### config.mk
export PLATFORM = sky130hd
export DESIGN_NAME = lprs_port
export DESIGN_NICKNAME = d
export VERILOG_FILES = /design/src/lprs_pkg.sv /design/src/lprs_port.sv
export VERILOG_INCLUDE_DIRS = /design/src
export SDC_FILE = /design/constraint.sdc
export NUM_CORES = 1
export LEC_CHECK = 0
export ABC_AREA = 1
export BUFFER_PORTS_ARGS = -buffer_cell sky130_fd_sc_hd__buf_2
export CORE_UTILIZATION = 38
export CTS_BUF_LIST = sky130_fd_sc_hd__clkbuf_16
export CTS_CLUSTER_SIZE = 10
export DETAILED_ROUTE_END_ITERATION = 10
export PLACE_DENSITY = 0.6
export SKIP_LAST_GASP = 1
export SYNTH_ARGS = -nofsm -noshare
export SYNTH_HDL_FRONTEND = slang
export SYNTH_SLANG_ARGS = --single-unit
### constraint.sdc
create_clock -name pclk -period 4.5 [get_ports pclk]
set_input_delay 0.675 -clock pclk [delete_from_list [all_inputs] [get_ports pclk]]
set_output_delay 0.675 -clock pclk [all_outputs]
set_load 0.02 [all_outputs]
### src/lprs_cfg.svh
// Purpose: offsets, fields and counts of the reset/self-test port
// Assumes: 32-bit APB, byte addresses
// Notes: definitions only
`ifndef LPRS_CFG_SVH
`define LPRS_CFG_SVH
`define LPRS_OFS_GPTR 12'h004
`define LPRS_OFS_PORT 12'h008
`define LPRS_GPTR_RST 32'h00000000
`define LPRS_PORT_RST 32'h00000000
`define LPRS_GPTR_MASK 32'h0000FFFF
`define LPRS_FN_LSB 0
`define LPRS_FN_MSB 3
`define LPRS_PTR_LSB 4
`define LPRS_PTR_MSB 31
`define LPRS_CMD_LANE 3
`define LPRS_FN_SWRST 4'h0
`define LPRS_FN_TEST 4'h1
`define LPRS_FN_SELRST 4'h2
`define LPRS_RES_GEN 12
`define LPRS_RES_DIAG 5
`define LPRS_RES_REG 3
`define LPRS_RES_ROM 2
`define LPRS_RST_HOLD 4
`endif

### src/lprs_pkg.sv
// Purpose: shared types of the reset/self-test port
// Assumes: constants live in lprs_cfg.svh
// Notes: none
package lprs_pkg;
  typedef enum logic [2:0] {
    ST_IDLE,
    ST_SEL,
    ST_TEST,
    ST_WRITE,
    ST_FRST
  } lprs_state_t;
  // outcome of the unit self-tests, 1 = fail
  typedef struct packed {
    logic diag_fail;
    logic reg_fail;
    logic rom_fail;
  } lprs_result_t;
  // one host-memory word write
  typedef struct packed {
    logic [31:0] addr;
    logic [31:0] data;
  } lprs_memwr_t;
endpackage

### src/lprs_port.sv
// Purpose: APB register port for controller reset and self-test
// Assumes: APB4 slave, pclk 25 MHz, units answer by level handshakes
// Notes: pready is always high; unmapped addresses give pslverr
`include "lprs_cfg.svh"

module lprs_port
  import lprs_pkg::*;
#(
  parameter int RST_HOLD = `LPRS_RST_HOLD
)
(
  input wire logic pclk, // controller clock
  input wire logic presetn, // async reset, active low
  input wire logic psel, // apb select
  input wire logic penable, // apb access phase
  input wire logic pwrite, // apb write
  input wire logic [11:0] paddr, // apb byte address
  input wire logic [31:0] pwdata, // apb write data
  input wire logic [3:0] pstrb, // apb byte strobes
  output logic [31:0] prdata, // apb read data
  output logic pready, // apb ready
  output logic pslverr, // apb error
  output logic [15:0] gptr, // general pointer to units
  output logic unit_idle_req, // ask both units to go idle
  input wire logic cu_idle, // command unit is idle
  input wire logic ru_idle, // receive unit is idle
  output logic test_start, // self-test running request
  input wire logic test_done, // self-test finished
  input wire lprs_result_t test_result, // self-test outcome
  output logic mem_req, // result write request
  output lprs_memwr_t mem_wr, // result write address and data
  input wire logic mem_ack, // result write accepted
  output logic ctrl_reset // full controller reset, held
);

  // ---------------------------------------------------------------
  // elaboration check
  // ---------------------------------------------------------------
  // the hold counter is eight bits wide
  generate
    if (RST_HOLD < 1 || RST_HOLD > 255)
    begin : g_chk
      $error("RST_HOLD must be 1..255");
    end
    // selector is four bits with the pointer field right above it
    if ((`LPRS_FN_MSB - `LPRS_FN_LSB) != 3 ||
        `LPRS_PTR_LSB != (`LPRS_FN_MSB + 1))
    begin : g_fld
      $error("function and pointer fields must abut");
    end
  endgenerate

  localparam logic [7:0] HOLD_LAST = 8'(RST_HOLD - 1);

  // ---------------------------------------------------------------
  // decode helpers
  // ---------------------------------------------------------------
  // byte lanes merged so word, half-word and byte writes look alike
  function automatic logic [31:0] lane_merge(
    input logic [31:0] old_v,
    input logic [31:0] new_v,
    input logic [3:0] strb
  );
    logic [31:0] r;
    r = old_v;
    for (int i = 0; i < 4; i++)
    begin
      if (strb[i])
      begin
        r[i*8 +: 8] = new_v[i*8 +: 8];
      end
    end
    return r;
  endfunction

  function automatic logic fn_valid(input logic [3:0] fn);
    return (fn == `LPRS_FN_SWRST) || (fn == `LPRS_FN_TEST) ||
           (fn == `LPRS_FN_SELRST);
  endfunction

  function automatic logic [3:0] fn_of(input logic [31:0] v);
    return v[`LPRS_FN_MSB:`LPRS_FN_LSB];
  endfunction

  // reserved positions stay zero; the overall bit is any unit failing
  function automatic logic [31:0] pack_result(input lprs_result_t r);
    logic [31:0] w;
    w = 32'h00000000;
    w[`LPRS_RES_GEN] = |r;
    w[`LPRS_RES_DIAG] = r.diag_fail;
    w[`LPRS_RES_REG] = r.reg_fail;
    w[`LPRS_RES_ROM] = r.rom_fail;
    return w;
  endfunction

  // ---------------------------------------------------------------
  // bus decode
  // ---------------------------------------------------------------
  logic acc;
  logic hit_gptr;
  logic hit_port;
  logic wr_gptr;
  logic wr_port;
  logic cmd_wr;
  logic [31:0] port_new;
  logic [3:0] fn_new;

  assign acc = psel && penable;
  assign hit_gptr = (paddr == `LPRS_OFS_GPTR);
  assign hit_port = (paddr == `LPRS_OFS_PORT);
  assign wr_gptr = acc && pwrite && hit_gptr;
  assign wr_port = acc && pwrite && hit_port;
  // zero wait states: every access ends in its first access cycle
  assign pready = 1'h1;
  assign pslverr = acc && !(hit_gptr || hit_port);

  // ---------------------------------------------------------------
  // registers and sequencer
  // ---------------------------------------------------------------
  logic [31:0] gptr_q, gptr_d;
  logic [31:0] port_q, port_d;
  lprs_state_t st_q, st_d;
  logic [7:0] hold_q, hold_d;
  logic [31:0] res_q, res_d;
  logic [31:0] rd_q, rd_d;

  assign port_new = lane_merge(port_q, pwdata, pstrb);
  assign fn_new = fn_of(port_new);
  // port writes while a command runs are dropped; no new command starts
  assign cmd_wr = wr_port && pstrb[`LPRS_CMD_LANE] &&
                  (st_q == ST_IDLE) && fn_valid(fn_new);

  always_comb
  begin
    gptr_d = gptr_q;
    port_d = port_q;
    st_d = st_q;
    hold_d = hold_q;
    res_d = res_q;
    if (wr_gptr)
    begin
      gptr_d = lane_merge(gptr_q, pwdata, pstrb) &
               `LPRS_GPTR_MASK;
    end
    if (wr_port && st_q == ST_IDLE)
    begin
      port_d = port_new;
    end
    if (cmd_wr)
    begin
      case (fn_new)
        `LPRS_FN_SWRST:
        begin
          st_d = ST_FRST;
          hold_d = 8'h00;
        end
        `LPRS_FN_TEST: st_d = ST_SEL;
        `LPRS_FN_SELRST: st_d = ST_SEL;
        default: st_d = st_q;
      endcase
    end
    case (st_q)
      ST_IDLE:
      begin
      end
      ST_SEL:
      begin
        // pointer and unit settings stay untouched here
        // no timer: a unit that never idles keeps the port busy
        if (cu_idle && ru_idle)
        begin
          if (fn_of(port_q) == `LPRS_FN_TEST)
          begin
            st_d = ST_TEST;
          end
          else
          begin
            port_d = `LPRS_PORT_RST;
            st_d = ST_IDLE;
          end
        end
      end
      ST_TEST:
      begin
        if (test_done)
        begin
          // latched once so the word stands unchanged until the ack
          res_d = pack_result(test_result);
          st_d = ST_WRITE;
        end
      end
      ST_WRITE:
      begin
        if (mem_ack)
        begin
          st_d = ST_FRST;
          hold_d = 8'h00;
        end
      end
      ST_FRST:
      begin
        // the whole port returns to defaults when the hold ends
        // port writes are dropped while the hold runs
        if (hold_q == HOLD_LAST)
        begin
          st_d = ST_IDLE;
          gptr_d = `LPRS_GPTR_RST;
          port_d = `LPRS_PORT_RST;
          res_d = 32'h00000000;
          hold_d = 8'h00;
        end
        else
        begin
          hold_d = hold_q + 8'h01;
        end
      end
      default: st_d = ST_IDLE;
    endcase
  end

  // ---------------------------------------------------------------
  // read data
  // ---------------------------------------------------------------
  always_comb
  begin
    rd_d = 32'h00000000;
    if (hit_gptr)
    begin
      rd_d = gptr_q;
    end
    else if (hit_port)
    begin
      rd_d = port_q;
    end
  end

  // ---------------------------------------------------------------
  // state registers
  // ---------------------------------------------------------------
  always_ff @(posedge pclk or negedge presetn)
  begin
    if (!presetn)
    begin
      gptr_q <= `LPRS_GPTR_RST;
      port_q <= `LPRS_PORT_RST;
      st_q <= ST_IDLE;
      hold_q <= 8'h00;
      res_q <= 32'h00000000;
      rd_q <= 32'h00000000;
    end
    else
    begin
      gptr_q <= gptr_d;
      port_q <= port_d;
      st_q <= st_d;
      hold_q <= hold_d;
      res_q <= res_d;
      rd_q <= rd_d;
    end
  end

  // ---------------------------------------------------------------
  // outputs
  // ---------------------------------------------------------------
  // read data registered in setup so it is stable in access phase
  assign prdata = rd_q;
  assign gptr = gptr_q[15:0];

  // ---------------------------------------------------------------
  // unit, self-test and memory handshakes
  // ---------------------------------------------------------------
  assign unit_idle_req = (st_q == ST_SEL);
  assign test_start = (st_q == ST_TEST);
  assign mem_req = (st_q == ST_WRITE);
  // result goes to the 16-byte aligned pointer, low nibble forced
  assign mem_wr.addr = {port_q[`LPRS_PTR_MSB:`LPRS_PTR_LSB],
                        4'h0};
  assign mem_wr.data = res_q;
  // no status bit or strobe marks test end
  // a level for the whole hold so every unit sees it
  assign ctrl_reset = (st_q == ST_FRST);

endmodule

[Word-level counts from Yosys, hierarchy flattened]
Index checks and enable logic that the tools add are counted.
Word-level totals
  word-level logic and storage cells: 71
  output and inout port bits: 118
  register bits: 139
  input port bits: 60
Operators by class
  eq/ne operators: 12
  reduce and logical (&&, ||, !) cells: 20
  muxes and demuxes: 32
  add/subtract/negate cells: 1
Operators by type and width (number)
  two-way mux 32 bit: 11
  case mux 32 bit (2 select lines): 2
  two-way mux 8 bit: 10
  case mux 8 bit (2 select lines): 1
  two-way mux 3 bit: 5
  case mux 3 bit (5 select lines): 1
  equality test 12 x 3 -> 1 bit, second input constant: 1
  equality test 12 x 4 -> 1 bit, second input constant: 1
  logical AND 1 bit: 10
  adder 8 x 1 -> 8 bit, second input constant: 1
  equality test 4 x 1 -> 1 bit, second input constant: 2
  equality test 8 x 2 -> 1 bit, second input constant: 1
  equality test 3 x 2 -> 1 bit, second input constant: 2
  case mux 3 bit (2 select lines): 1
  equality test 4 x 2 -> 1 bit, second input constant: 1
  logical NOT 4 bit: 1
  inequality test 2 x 1 -> 1 bit, second input constant: 2
  equality test 3 x 1 -> 1 bit, second input constant: 1
  equality test 3 bit, second input constant: 1
  logical NOT 3 bit: 1
  logical OR 1 bit: 3
  AND reduction 3 bit: 1
  OR reduction 3 bit: 1
  two-way mux 2 bit: 1
  3 further kinds: 3

[Longest topological paths before layout]
  word-level depth: 9
  gate-level depth with buffers: 10

[Worst setup path after synthesis]
Ideal clock, no wire load.
  path kind: input -> output
  start point: in paddr[0]
  end point: out pslverr
  setup slack: 2131 ps
  arrival time: 1694 ps
  required time: 3825 ps
  cell stages on the path: 7
  cell sequence: inv_1 nand2_1 nor2_2 nand2_2 clkbuf_1 nand3_1 nor2_1
On the way
  word-level cells in the longest chain between the ends: 4
RTL lines
  start: declaration: RTL line lprs_port.sv:17  | input wire logic [11:0] paddr,
  equality test 12 x 3 -> 1 bit (no source line) or equality test 12 x 4 -> 1 bit (tied branches)
  logical OR 1 bit (*): RTL line lprs_port.sv:115  | assign pslverr = acc && !(hit_gptr || hit_port);
  logical NOT 1 bit (*): RTL line lprs_port.sv:115
  logical AND 1 bit (*): RTL line lprs_port.sv:115
  end: declaration: RTL line lprs_port.sv:22  | output logic pslverr,
Every way passes the cells marked *; elsewhere a longest branch is shown, timed or not.

[Worst setup path after layout]
Same ends and word-level chain as after synthesis.

==> results_dict.tcl <==
set metrics [dict create \
    wl_met3_um 807 \
    final_cell_mix "buf_2, dfrtp_1, inv_1, nand2_1, nor2_1" \
    fp.dieW_um 123 \
    leakage_nw 3.60 \
    post_cts_resized 0 \
    port_buffers 144 \
    path_clk_slew_ns 0.07 \
    synthFlopType "dfrtp_1" \
    overflow 0 \
    synthTopCellsByArea "dfrtp_1, buf_4, inv_1" \
    grt_pass1_wl_um 20300 \
    startpoint "paddr[0]" \
    wl_per_cell_um 14.0 \
    fin_nets 811 \
    synth_top_area_share_pct 49.6 \
    drt_iter0_markers 257 \
    antenna_found_initial 1 \
    rrSetupSlack_ns 2.12 \
    pre_cts_ws_ns 1.17 \
    cts_setup_buffers 0 \
    vias 4333 \
    drc 0 \
    dp.cells 923 \
    synthCells 661 \
    root_buffer "clkbuf_16" \
    h-tree-depth 3 \
    io_pins 178 \
    setup_violations 0 \
    avgSynthCellArea_um2 8.48 \
    finalPower_mw 2.51 \
    criticalPathCategory "in -> out" \
    min_period_ns 3.19 \
    status "completed" \
    wl_met2_um 5870 \
    critPathMaxFanout 32 \
    fin_worst_skew_ns 0.00687 \
    yosysTopAreaCell "dfrtp_1" \
    drt-met1-wl_um 6340 \
    layout_commonest_cell "buf_2" \
    cap_violations 0 \
    ys_warn_count 0 \
    synth.ff_latch_count 111 \
    fin_crit_sh_pct 71.0 \
    area_growth_pct 12.6 \
    place_hpwl_um 9400 \
    whs_ns 0.312 \
    wirelength_um 13100 \
    r2r_start "st_q[0]" \
    cts_sinks 111 \
    top_layer_used "met4" \
    r2r_cells 8 \
    cts_buffer_depth 2 \
    synth_edf_count 0 \
    grt_max_degree 47 \
    die_h_um 123 \
    worst_pin_slew_ns 0.700 \
    grt_pass1_vias 3961 \
    crit_path_top_delay_cell "nand2_2" \
    syn_area_um2 5610 \
    finalWeightedCongestion 0.861 \
    synth-async-reset-ratio_pct 100 \
    ir_drop_v 0.000223 \
    numCtsBuffers 9 \
    critical_path_required_ns 3.83 \
    drtPass1Iterations 4 \
    worst_ep_arrival_time_ns 2.52 \
    die-area_um2 15200 \
    finalHoldViolCount 0 \
    grt_usage_pct 17.6 \
    power_density_nw_per_um2 398 \
    min_path_type "in -> async" \
    fin_ws_ns 1.31 \
    max_stage_delay_ns 0.48 \
    cp-start-kind "input port" \
    start_util_pct 38.7 \
    drive_gt1_share_pct 24.5 \
    crit_end "pslverr" \
    via_per_inst 4.61 \
    ant_nets 0 \
    core-area_um2 14500 \
    drv_slew 0 \
    antenna_cells 0 \
    ys_types 30 \
    clock.fmax_mhz 313 \
    r2r_end "port_q[25]" \
    end_kind "primary output" \
    relSlewSlack_pct 53.2 \
    clk_latency_ns 0.34 \
    rsz0062_at_grt "false" \
    cts_hold_buf 0 \
    cts_tree "yes" \
    rows 44 \
    yosysSeqAreaShare_pct 49.6 \
    fillers 1485 \
    path_cells "buf_2 > inv_1 > nand2_1 > nor3_4 > buf_4 > nand2_2 > inv_1 > nor2_1 > buf_2" \
    instances_no_fill 939 \
    setup-tns-final_ns 0 \
]
==> flip-flops by register name, indices dropped and copies added (netlist names) <==
name    cells
gptr_q     32
port_q     32
prdata     32
hold_q      8
res_q       4
st_q        3
==> cells by family after synthesis <==
family	Yosys count	share of synthesized area, %
AO/OA/AOI/OAI	90	10.6
adder cells (fa/ha/maj)	1	0.223
buffers and inverters	212	19.7
flip-flops	111	49.6
other	2	0.134
AND/OR/NAND/NOR	245	19.8
==> routing by layer <==
metal  vias to the layer above  global-route usage [%]
li1                       2174                       -
met1                      2006                    25.0
met2                       143                    26.9
met3                        10                    2.91
met4                         0                    6.25
met5                         -                       0
==> how the worst min path moves through the flow <==
stage / start / endpoint / depth (start not counted)
final: presetn / port_q[16] / 1
after global routing: presetn / port_q[16] / 1
after CTS: presetn / port_q[16] / 1
after detailed placement: res_q[12] / res_q[12] / 2
after global placement: res_q[12] / res_q[12] / 2
after floorplan: presetn / gptr_q[0] / 0
==> cells in the mapped netlist (5+ instances only) <==
cell type and number:
nand2_2 6, o21ai_0 35, inv_2 5, nand4_1 11, nand3_1 22, clkbuf_1 8
o32ai_1 28, o21ai_1 13, inv_1 107, nand2_1 86, dfrtp_1 111, nand3b_1 5
buf_2 14, nor2_1 81, nor3_1 23, buf_4 78
==> metrics by stage <==
stage	cell area (µm²)	utilization, %
final	6310	43.6
after floorplan	5720	-
after CTS	6310	43.6
after global routing	6310	43.6
after global placement	6010	41.5
after detailed placement	6010	41.5
==> final cells by class <==
class	instances	area, µm²	share of cell area, %
inverters	112	420	6.66
well taps	184	230	3.65
repair buffers	147	746	11.8
flip-flops and latches	111	2780	44.0
multi-input cells	369	1840	29.1
clock inverters	7	72.6	1.15
clock buffers	9	225	3.57
==> report_power, final <==
group / total, mW / internal [mW] / leakage [nW] / switching [mW]
logic: 0.537 / 0.174 / 2.00 / 0.363
clock network: 0.806 / 0.433 / 0.143 / 0.373
registers: 1.17 / 1.10 / 1.45 / 0.0629
total: 2.51 / 1.71 / 3.60 / 0.799
==> worst max-delay path, delay by kind of cell <==
family	cells	cell delay [ns]
buffers and inverters	5	1.02
AND/OR/NAND/NOR	4	0.80
No activity file was read; power rests on OpenSTA's default activity.
